--- src/shared/ccd_pkg.sv ---
// Purpose: Shared constants and types for the sensor readout timing controller.
// Assumes: 125 MHz system clock; sensor geometry as built into the sensor itself.
// Notes: Phase widths are in clock cycles, except the vertical phase, which is set in ns and rounded up to cycles; all may be tuned for the analog front end.
package ccd_pkg;
    localparam int unsigned CCD_COLUMNS      = 1552;
    localparam int unsigned CCD_LINES        = 1032;
    localparam int unsigned CCD_HREG_LEN     = 1564;
    localparam int unsigned CCD_LEAD_DARK    = 4;
    localparam int unsigned CCD_TRAIL_DARK   = 12;
    localparam int unsigned CCD_DARK_LINES   = 4;
    localparam int unsigned CCD_LEAD_DUMMY   = 10;
    localparam int unsigned CCD_TRAIL_DUMMY  = 2;
    localparam int unsigned CCD_CLK_NS       = 8;
    localparam int unsigned CCD_VPHASE_NS    = 2000;
    localparam int unsigned CCD_VPHASE_CYC   = (CCD_VPHASE_NS + CCD_CLK_NS - 1) / CCD_CLK_NS;
    localparam int unsigned CCD_HPHASE_CYC   = 8;
    localparam int unsigned CCD_RST_CYC      = 2;
    localparam int unsigned CCD_SETTLE_CYC   = 2;
    localparam logic [31:0] CCD_EXPOSE_RESET = 32'h0001_0000;

    typedef enum logic [3:0] {
        CCD_IDLE     = 4'h0,
        CCD_EXPOSE   = 4'h1,
        CCD_V1_HIGH  = 4'h2,
        CCD_V2_HIGH  = 4'h3,
        CCD_V1_LOW   = 4'h4,
        CCD_V2_LOW   = 4'h5,
        CCD_H_RESET  = 4'h6,
        CCD_H_REFSMP = 4'h7,
        CCD_H_SHIFT  = 4'h8,
        CCD_H_SIGSMP = 4'h9,
        CCD_DONE     = 4'ha
    } ccd_state_e;

    typedef enum logic [1:0] {
        CCD_CLS_ACTIVE = 2'h0,
        CCD_CLS_DARK   = 2'h1,
        CCD_CLS_DUMMY  = 2'h2
    } ccd_class_e;
endpackage : ccd_pkg

--- src/shared/ccd_pos_if.sv ---
// Purpose: Carries pixel and line positions between the sequencer and its classifier.
// Assumes: Both ends sit on the same clock.
// Notes: Classification is purely combinational.
`timescale 1ns/1ps
interface ccd_pos_if;
    logic [10:0]          pixel;
    logic [10:0]          line;
    ccd_pkg::ccd_class_e  cls;
    modport seq (output pixel, output line, input cls);
    modport cls_end (input pixel, input line, output cls);
endinterface : ccd_pos_if

--- src/hw/ccd_readout_sequencer.sv ---
// Purpose: Timing generator that exposes and reads out a full-frame two-phase CCD.
// Assumes: Analog sampling electronics act on sample strobes; shutter follows shutter_open.
// Notes: One frame per start pulse; start is ignored while busy, except in the cycle frame_done is high, when it begins the next frame.
`timescale 1ns/1ps
module ccd_readout_sequencer #(
    parameter int unsigned COLUMNS = ccd_pkg::CCD_HREG_LEN,
    parameter int unsigned LINES   = ccd_pkg::CCD_LINES
) (
    input  wire logic                clk,
    input  wire logic                resetn,
    input  wire logic                start,
    input  wire logic [31:0]         expose_cycles,
    output logic                     vertical_phase_one,
    output logic                     vertical_phase_two,
    output logic                     horizontal_phase_one,
    output logic                     horizontal_phase_two,
    output logic                     reset_gate,
    output logic                     shutter_open,
    output logic                     sample_ref,
    output logic                     sample_sig,
    output ccd_pkg::ccd_class_e      pixel_class,
    output logic [10:0]              pixel_index,
    output logic [10:0]              line_index,
    output logic                     busy,
    output logic                     frame_done
);
    import ccd_pkg::*;

    ccd_state_e  state;
    logic [31:0] timer;
    logic [31:0] expose_count;
    logic [10:0] pix;
    logic [10:0] lin;
    logic [31:0] expose_len;

    ccd_pos_if pos ();
    assign pos.pixel = pix;
    assign pos.line  = lin;

    ccd_classify u_classify (
        .pos (pos.cls_end)
    );

    // A single down-counter times every readout phase, so all readout widths come from one place.
    always_ff @(posedge clk or negedge resetn) begin
        if (!resetn) begin
            state      <= CCD_IDLE;
            timer      <= 32'h0;
            pix        <= 11'h0;
            lin        <= 11'h0;
            expose_len <= CCD_EXPOSE_RESET;
        end else begin
            if (timer != 32'h0) begin
                timer <= timer - 32'h1;
            end else begin
                unique case (state)
                    CCD_IDLE: begin
                        if (start) begin
                            // A zero length would wrap the compare to the full 32-bit count, so it is taken as one cycle.
                            expose_len <= (expose_cycles == 32'h0) ? 32'h1 : expose_cycles;
                            lin        <= 11'h0;
                            state      <= CCD_EXPOSE;
                        end
                    end
                    CCD_EXPOSE: begin
                        if (expose_count == expose_len - 32'h1) begin
                            timer <= 32'(CCD_VPHASE_CYC - 1);
                            state <= CCD_V1_HIGH;
                        end
                    end
                    CCD_V1_HIGH: begin
                        timer <= 32'(CCD_VPHASE_CYC - 1);
                        state <= CCD_V2_HIGH;
                    end
                    CCD_V2_HIGH: begin
                        timer <= 32'(CCD_VPHASE_CYC - 1);
                        state <= CCD_V1_LOW;
                    end
                    CCD_V1_LOW: begin
                        timer <= 32'(CCD_VPHASE_CYC - 1);
                        state <= CCD_V2_LOW;
                    end
                    CCD_V2_LOW: begin
                        pix   <= 11'h0;
                        timer <= 32'(CCD_RST_CYC - 1);
                        state <= CCD_H_RESET;
                    end
                    CCD_H_RESET: begin
                        timer <= 32'(CCD_SETTLE_CYC - 1);
                        state <= CCD_H_REFSMP;
                    end
                    CCD_H_REFSMP: begin
                        timer <= 32'(CCD_HPHASE_CYC - 1);
                        state <= CCD_H_SHIFT;
                    end
                    CCD_H_SHIFT: begin
                        // The packet moves as phase two falls, so the signal sample waits one settle time.
                        timer <= 32'(CCD_SETTLE_CYC - 1);
                        state <= CCD_H_SIGSMP;
                    end
                    CCD_H_SIGSMP: begin
                        if (pix == 11'(COLUMNS - 1)) begin
                            if (lin == 11'(LINES - 1)) begin
                                state <= CCD_DONE;
                            end else begin
                                lin   <= lin + 11'h1;
                                timer <= 32'(CCD_VPHASE_CYC - 1);
                                state <= CCD_V1_HIGH;
                            end
                        end else begin
                            pix   <= pix + 11'h1;
                            timer <= 32'(CCD_RST_CYC - 1);
                            state <= CCD_H_RESET;
                        end
                    end
                    CCD_DONE: begin
                        state <= CCD_IDLE;
                    end
                    default: begin
                        state <= CCD_IDLE;
                    end
                endcase
            end
        end
    end

    // Exposure is counted apart from the phase timer, against the length latched at start.
    always_ff @(posedge clk or negedge resetn) begin
        if (!resetn) begin
            expose_count <= 32'h0;
        end else if (state == CCD_EXPOSE) begin
            expose_count <= expose_count + 32'h1;
        end else begin
            expose_count <= 32'h0;
        end
    end

    // Vertical clocks: low in idle and exposure, stepped V1 up, V2 up, V1 down, V2 down.
    always_ff @(posedge clk or negedge resetn) begin
        if (!resetn) begin
            vertical_phase_one <= 1'b0;
            vertical_phase_two <= 1'b0;
        end else begin
            vertical_phase_one <= (state == CCD_V1_HIGH || state == CCD_V2_HIGH);
            vertical_phase_two <= (state == CCD_V2_HIGH || state == CCD_V1_LOW);
        end
    end

    // Horizontal phase one idles high so the line lands in the register as V2 falls.
    always_ff @(posedge clk or negedge resetn) begin
        if (!resetn) begin
            horizontal_phase_one <= 1'b1;
            horizontal_phase_two <= 1'b0;
        end else begin
            // Phase two is high only while shifting; reset and both samples see it low.
            horizontal_phase_one <= (state != CCD_H_SHIFT);
            horizontal_phase_two <= (state == CCD_H_SHIFT);
        end
    end

    // Reset gate fires only after the previous signal sample, then a reference sample follows.
    always_ff @(posedge clk or negedge resetn) begin
        if (!resetn) begin
            reset_gate <= 1'b0;
            sample_ref <= 1'b0;
            sample_sig <= 1'b0;
        end else begin
            reset_gate <= (state == CCD_H_RESET);
            sample_ref <= (state == CCD_H_REFSMP) && (timer == 32'h0);
            sample_sig <= (state == CCD_H_SIGSMP) && (timer == 32'h0);
        end
    end

    // The shutter is open strictly inside exposure; readout is always dark.
    always_ff @(posedge clk or negedge resetn) begin
        if (!resetn) begin
            shutter_open <= 1'b0;
        end else begin
            shutter_open <= (state == CCD_EXPOSE);
        end
    end

    // Class and indices share one register stage so they always name the same pixel.
    always_ff @(posedge clk or negedge resetn) begin
        if (!resetn) begin
            pixel_class <= CCD_CLS_DUMMY;
            pixel_index <= 11'h0;
            line_index  <= 11'h0;
        end else begin
            pixel_class <= pos.cls;
            pixel_index <= pix;
            line_index  <= lin;
        end
    end

    // Frame status; the done pulse lasts one cycle because the done state has no timer.
    always_ff @(posedge clk or negedge resetn) begin
        if (!resetn) begin
            busy       <= 1'b0;
            frame_done <= 1'b0;
        end else begin
            busy       <= (state != CCD_IDLE);
            frame_done <= (state == CCD_DONE);
        end
    end
endmodule : ccd_readout_sequencer

--- src/hw/ccd_classify.sv ---
// Purpose: Labels each pixel position as dummy, dark reference or active.
// Assumes: Pixel index counts horizontal register outputs from zero.
// Notes: Dark pixels next to active ones may carry signal; software must not treat them as true dark.
`timescale 1ns/1ps
module ccd_classify (
    ccd_pos_if.cls_end pos
);
    import ccd_pkg::*;

    always_comb begin
        if (pos.pixel < 11'(CCD_LEAD_DUMMY) ||
            pos.pixel >= 11'(CCD_LEAD_DUMMY + CCD_COLUMNS)) begin
            pos.cls = CCD_CLS_DUMMY;
        end else if (pos.pixel < 11'(CCD_LEAD_DUMMY + CCD_LEAD_DARK) ||
                     pos.pixel >= 11'(CCD_LEAD_DUMMY + CCD_COLUMNS - CCD_TRAIL_DARK) ||
                     pos.line < 11'(CCD_DARK_LINES) ||
                     pos.line >= 11'(CCD_LINES - CCD_DARK_LINES)) begin
            pos.cls = CCD_CLS_DARK;
        end else begin
            pos.cls = CCD_CLS_ACTIVE;
        end
    end
endmodule : ccd_classify

--- config.mk ---
export PLATFORM = sky130hd
export DESIGN_NAME = ccd_readout_sequencer
export DESIGN_NICKNAME = d
export VERILOG_FILES = /design/src/shared/ccd_pkg.sv /design/src/shared/ccd_pos_if.sv /design/src/hw/ccd_readout_sequencer.sv /design/src/hw/ccd_classify.sv
export SDC_FILE = /design/constraint.sdc
export NUM_CORES = 1
export LEC_CHECK = 0
export BUFFER_PORTS_ARGS = -buffer_cell sky130_fd_sc_hd__clkbuf_2
export CORE_ASPECT_RATIO = 0.5
export CORE_MARGIN = 10
export CORE_UTILIZATION = 35
export DETAILED_ROUTE_END_ITERATION = 8
export MAX_ROUTING_LAYER = met4
export PLACE_DENSITY = 0.55
export SLEW_MARGIN = 20
export SYNTH_ARGS = -nofsm -noshare
export SYNTH_HDL_FRONTEND = slang
export SYNTH_SLANG_ARGS = --single-unit
export TNS_END_PERCENT = 1
--- constraint.sdc ---
create_clock -name clk -period 7.6 [get_ports clk]
set_input_delay 0.76 -clock clk [delete_from_list [all_inputs] [get_ports clk]]
set_output_delay 0.76 -clock clk [all_outputs]
set_load 0.1 [all_outputs]
==> After elaboration in Yosys (flattened, before gate mapping) <==
Index checks and enable logic that the tools add are counted.
Widths: inputs -> output; s select.
{ "totals": {"out_inout_bits": 34, "reg_bits": 156} }
{ "op_classes": {"bitwise": 1, "reduce_logical": 23, "muxes": 20, "eq_ne": 21, "n_lt_le_gt_ge": 6, "n_addsub": 5} }
{ "op_table": {"columns": ["operator", "count"], "rows": [
  ["$mux 32", 6],
  ["$pmux 32 s5", 1],
  ["$logic_not 32->1", 2],
  ["$sub 32x1->32 const B", 2],
  ["$mux 11", 4],
  ["$pmux 11 s2", 2],
  ["$pmux 4 s10", 1],
  ["$ge 11x11->1 const B", 3],
  ["$add 32x1->32 const B", 1],
  ["$eq 32x32->1", 1],
  ["$reduce_bool 32->1", 1],
  ["$add 11x1->11 const B", 2],
  ["$eq 11x11->1 const B", 2],
  ["$lt 11x4->1 const B", 2],
  ["$eq 4x3->1 const B", 4],
  ["$mux 4", 4],
  ["$eq 4x4->1 const B", 3],
  ["$reduce_and 3->1", 4],
  ["$lt 11x3->1 const B", 1],
  ["$ne 2x2->1 const B", 5],
  ["$eq 4x2->1 const B", 2],
  ["$ne 4x4->1 const B", 2],
  ["$logic_or 1x1->1", 6],
  ["$reduce_bool 6->1", 1],
  ["11 further kinds", 14]
]} }

==> Depth between registers and ports, before layout <==
{ "depth": {"ltp_word": 6, "ltp_mapped": 13} }

==> Hierarchy <==
Synthesis repeated with hierarchy kept, for this count alone.
{ "unflattened": {"cells_unflattened": 809, "hier_area_um2": 7973.9} }
{ "modules_own_cells": {"columns": ["mod", "seq_area_each_um2", "cells_per_inst", "area_each_um2", "instances"], "rows": [
  ["ccd_readout_sequencer", 3907.5, 793, 7865.0, 1],
  ["ccd_classify", 0.0, 16, 108.9, 1]
]} }

==> Worst setup path after synthesis <==
No wires, ideal clock.
{ "synth_path": {"path_type": "reg2reg", "startpoint": "register expose_len[7]", "endpoint": "register state[3]", "path_buffers": 1, "setup_slack_ps": 3794, "stages_incl_launch_ff": 12, "arrival_time_ps": 3681, "cell_sequence": "dfrtp_1 or4_1 buf_2 or4_4 or4_4 nor4_2 a211oi_1 or4_4 o21ai_4 nand2_1 nor2_1 mux2_2"} }
{ "synth_between": {"elab_chain_cells": 4} }
{ "synth_lines": {"columns": ["item", "line", "rtl"], "rows": [
  ["start: declaration", "ccd_readout_sequencer.sv:34", "logic [31:0] expose_len;"],
  ["start signal: assignment", "ccd_readout_sequencer.sv:60", "expose_len <= (expose_cycles == 32'h0) ? 32'h1 : expose_cycles;"],
  ["$sub 32x1->32", "ccd_readout_sequencer.sv:66", "if (expose_count == expose_len - 32'h1) begin"],
  ["$eq 32x32->1", "ccd_readout_sequencer.sv:66", null],
  ["$ne 2x2->1 (no source line)", null, null],
  ["$reduce_and 3->1 (no source line)", null, null],
  ["end signal: assignment", "ccd_readout_sequencer.sv:68", "state <= CCD_V1_HIGH;"],
  ["end signal: assignment", "ccd_readout_sequencer.sv:73", "state <= CCD_V2_HIGH;"],
  ["end signal: assignment", "ccd_readout_sequencer.sv:77", "state <= CCD_V1_LOW;"],
  ["end: declaration", "ccd_readout_sequencer.sv:29", "ccd_state_e state;"]
]} }
Every way passes these cells.
A chain may end at the register's enable or synchronous reset.

==> Worst setup path in the final report <==
{ "layout_path": {"startpoint": "register timer[22]", "endpoint": "register expose_len[20]"} }
{ "layout_between": {"elab_chain_cells": 3} }
{ "layout_lines": {"columns": ["item", "line", "rtl"], "rows": [
  ["start: declaration", "ccd_readout_sequencer.sv:30", "logic [31:0] timer;"],
  ["start signal: assignment", "ccd_readout_sequencer.sv:54", "timer <= timer - 32'h1;"],
  ["start signal: assignment", "ccd_readout_sequencer.sv:67", "timer <= 32'(CCD_VPHASE_CYC - 1);"],
  ["start signal: assignment", "ccd_readout_sequencer.sv:72", "timer <= 32'(CCD_VPHASE_CYC - 1);"],
  ["$reduce_bool 32->1", "ccd_readout_sequencer.sv:53", "if (timer != 32'h0) begin"],
  ["$not 1->1 (no source line)", null, null],
  ["$reduce_and 3->1 (no source line)", null, null]
]} }
Every way passes these cells.

==> results by group <==
Status
  • Outcome: complete, no violations

GRT
  • All-Layer GR Usage: 14.4%
  • Most Used Layer, Global Route: met2
  • Met1 Usage GRT: 18.6%
  • Vias in the first global route: 6421
  • Pin count of the biggest net entering global routing: 101
  • GR Layer Usage met2: 22.4%
  • M3 GR Usage: 2.85%
  • Initial antenna violation count: 1
  • Grt ovf: 0
  • First-pass GRT wire length: 34600 um

CTS
  • Clock transition at path regs: 0.06 ns
  • Clk root buf: clkbuf_16
  • Htree depth: 4
  • TritonCTS Buffers: 17
  • CTS tree: done
  • Max Root-Sink Buffers: 2
  • Later-pin clock latency in the skew report: 0.44 ns
  • Setup Buffers After CTS: 0
  • Clock sinks: 156
  • Hold_buf cts: 0
  • Post-CTS resize count: 0

Setup path
  • Crit. End Element: flop
  • Worst Path Class, Setup: flop to flop
  • RR Startpoint: timer[22]$_DFFE_PN0P_
  • Reg-to-reg slack, setup: 2.87 ns
  • Critical Path AT: 5.04 ns
  • R2r endpoint: expose_len[20]$_DFFE_PN0P_
  • Reg2reg path depth: 8
  • Setup crit start kind: flop
  • CP required: 7.91 ns
  • Crit Path Max Fanout: 35

Timing
  • Fin Clk Skew: 0.0137 ns
  • Final worst-path cycle share: 62.2%
  • Final WS setup: 2.87 ns
  • Slew @ Worst Pin: 1.00 ns
  • Count of pins over their slew limit: 0
  • Max-slew headroom: 33.2%
  • Max Clk Rate: 0.211 GHz
  • Setup-failing EPs final: 0
  • Final hold violations: 0
  • RSZ-0062 raised after global routing: false
  • Clock period minus worst slack: 4.73 ns
  • Setup TNS: 0 ns

Drt
  • Vias/cell: 5.32
  • Final wirelength: 20500 um
  • Remaining DRCs: 0
  • Vias: 6513
  • Drt wl/cell: 16.7 um
  • Number of DRC violations after detailed-routing iteration 0: 466
  • Final ANT Viol Nets: 0
  • First drt pass iteration count: 4

Synth
  • Synth Register Bits: 156
  • Cell taking the most area after synthesis: dfrtp_1
  • YS warnings: 0
  • Post-Synthesis Cell Area: 8100 um2
  • Syn Nets: 881
  • Netlist cell types: 61
  • Top_reg_cell synth: dfrtp_1
  • Avg Cell Area, Syn: 9.63 um2
  • Post-synthesis sequential area ratio: 48.3%
  • Async set or reset register ratio after synthesis: 100%
  • Top cell type's share of synthesized area: 47.3%
  • Post-synth EDFFs: 0
  • Mapped Cells: 841
  • Largest cells by area after synthesis: dfrtp_1 47%, mux2_2 4.7%, xnor2_1 4.4%, nor2_1 4.3%, xor2_1 3.5%

Finish
  • Leading cell type in the layout, fill and taps excluded: dfrtp_1
  • Area of the multi-input gates: 4040 um2
  • Layout cells sized above 1: 17.1%
  • FF/Latch Area: 3910 um2
  • Non-Filler Instances: 1225
  • Final #Nets: 944
  • Layout area overhead: 15.8%
  • Most frequent cells in the layout: 153 x dfrtp_1, 92 x nor2_1, 67 x nand2_1, 67 x clkbuf_2, 53 x o21ai_0
  • Fill cell count: 2235
  • Post-route cell area: 9370 um2

Floorplan
  • Std-Cell Core Area: 22800 um2
  • Chip width: 235 um
  • Die area: 30000 um2
  • # rows: 39
  • I/O pin count: 69
  • Die Ht: 128 um
  • Starting density of the core: 35.5%

Placement
  • DP Cell Count: 1192
  • Post-Place Worst Slack: 2.89 ns
  • Area of placed instances: 8760 um2
  • HPWL after DPL: 14800 um
  • Routability congestion estimate from global placement: 0.862
  • I/O Buffers: 68

Pwr
  • Tot Pwr: 1.76 mW
  • PwrDens: 187 nW/um2
  • Peak supply drop: 0.000127 V
  • Leak: 4.27 nW

Flow run
  • Maxcap violations: 0

Min path
  • Worst Hold Class: primary input to asynchronous set/reset pin
## kinds of logic after synthesis
| family | synth area share [%] |
|---|---|
| flip-flops | 48.3 |
| adder cells (fa/ha/maj) | 0.773 |
| multiplexers | 5.72 |
| AND/OR/NAND/NOR | 23.3 |
| AO/OA/AOI/OAI | 12.1 |
| XOR/XNOR | 7.90 |
| buffers and inverters | 1.96 |
## final cells by class
| cell class | instances | area share (%) |
|---|---|---|
| Antenna cell | 1 | 0.0267 |
| Clock buffer | 21 | 4.91 |
| Clock inverter | 11 | 1.66 |
| Inverter | 13 | 0.521 |
| Multi-Input combinational cell | 644 | 43.1 |
| Sequential cell | 156 | 41.7 |
| Tap cell | 307 | 4.10 |
| Timing Repair Buffer | 72 | 4.02 |
## worst max-delay path, stage by stage (launching register included)
cell and delay [ns]:
dfrtp_1 0.41, or4_1 0.57, or3_1 0.39, or3_1 0.36, or2_2 0.33, nor4_2 0.48
nand3_1 0.64, nor2_4 0.97, mux2_2 0.42
## worst max path at each step
stage                                    startpoint                    endpoint
after floorplan           expose_len[7]$_DFFE_PN0P_        state[3]$_DFFE_PN0P_
after global placement        timer[22]$_DFFE_PN0P_  expose_len[17]$_DFFE_PN0P_
after detailed placement      timer[22]$_DFFE_PN0P_  expose_len[15]$_DFFE_PN0P_
after CTS                     timer[22]$_DFFE_PN0P_  expose_len[20]$_DFFE_PN0P_
after global routing          timer[22]$_DFFE_PN0P_  expose_len[15]$_DFFE_PN0P_
final                         timer[22]$_DFFE_PN0P_  expose_len[20]$_DFFE_PN0P_
## layer usage
layer	share of wire [%]	wire [um]
met5	0	0
met4	1.1	233
met3	3.8	779
met2	46	9520
met1	49	9950
## sequential cells by signal, summed over array words and instances (netlist names), 2 cells and up
| name | count |
|---|---|
| expose_count | 32 |
| state | 4 |
| line_index | 11 |
| timer | 32 |
| pixel_class | 2 |
| pix | 11 |
| lin | 11 |
| expose_len | 32 |
| pixel_index | 11 |
## where the power goes
group	switching, mW	leakage [nW]	internal (mW)
Sequential	0	2.11	0.830
Clock	0.358	0.299	0.539
Combinational	0.0217	1.87	0.00749
## cells in the mapped netlist (6+ instances only)
library cell	number
a21oi_1	41
a31oi_1	10
o21ai_0	53
and2_1	8
nor2_1	93
inv_1	13
xor2_1	32
or2_2	6
dfrtp_1	153
nand2b_1	14
nor2b_1	10
xnor2_1	41
mux2i_1	8
and3_1	15
mux2_2	34
clkbuf_1	24
or4_1	9
nand2_1	67
nor3_1	29
nand4_1	12
nand3_1	39
nor4_1	25
or3_1	18
o31ai_1	14
## stage by stage
step                      util, %  hold WS (ns)
after floorplan                 -         0.391
after global placement       38.4         0.426
after detailed placement     38.4         0.436
after CTS                    41.1         0.457
after global routing         41.1         0.486
final                        41.1         0.426
(Power assumes the default switching activity.)
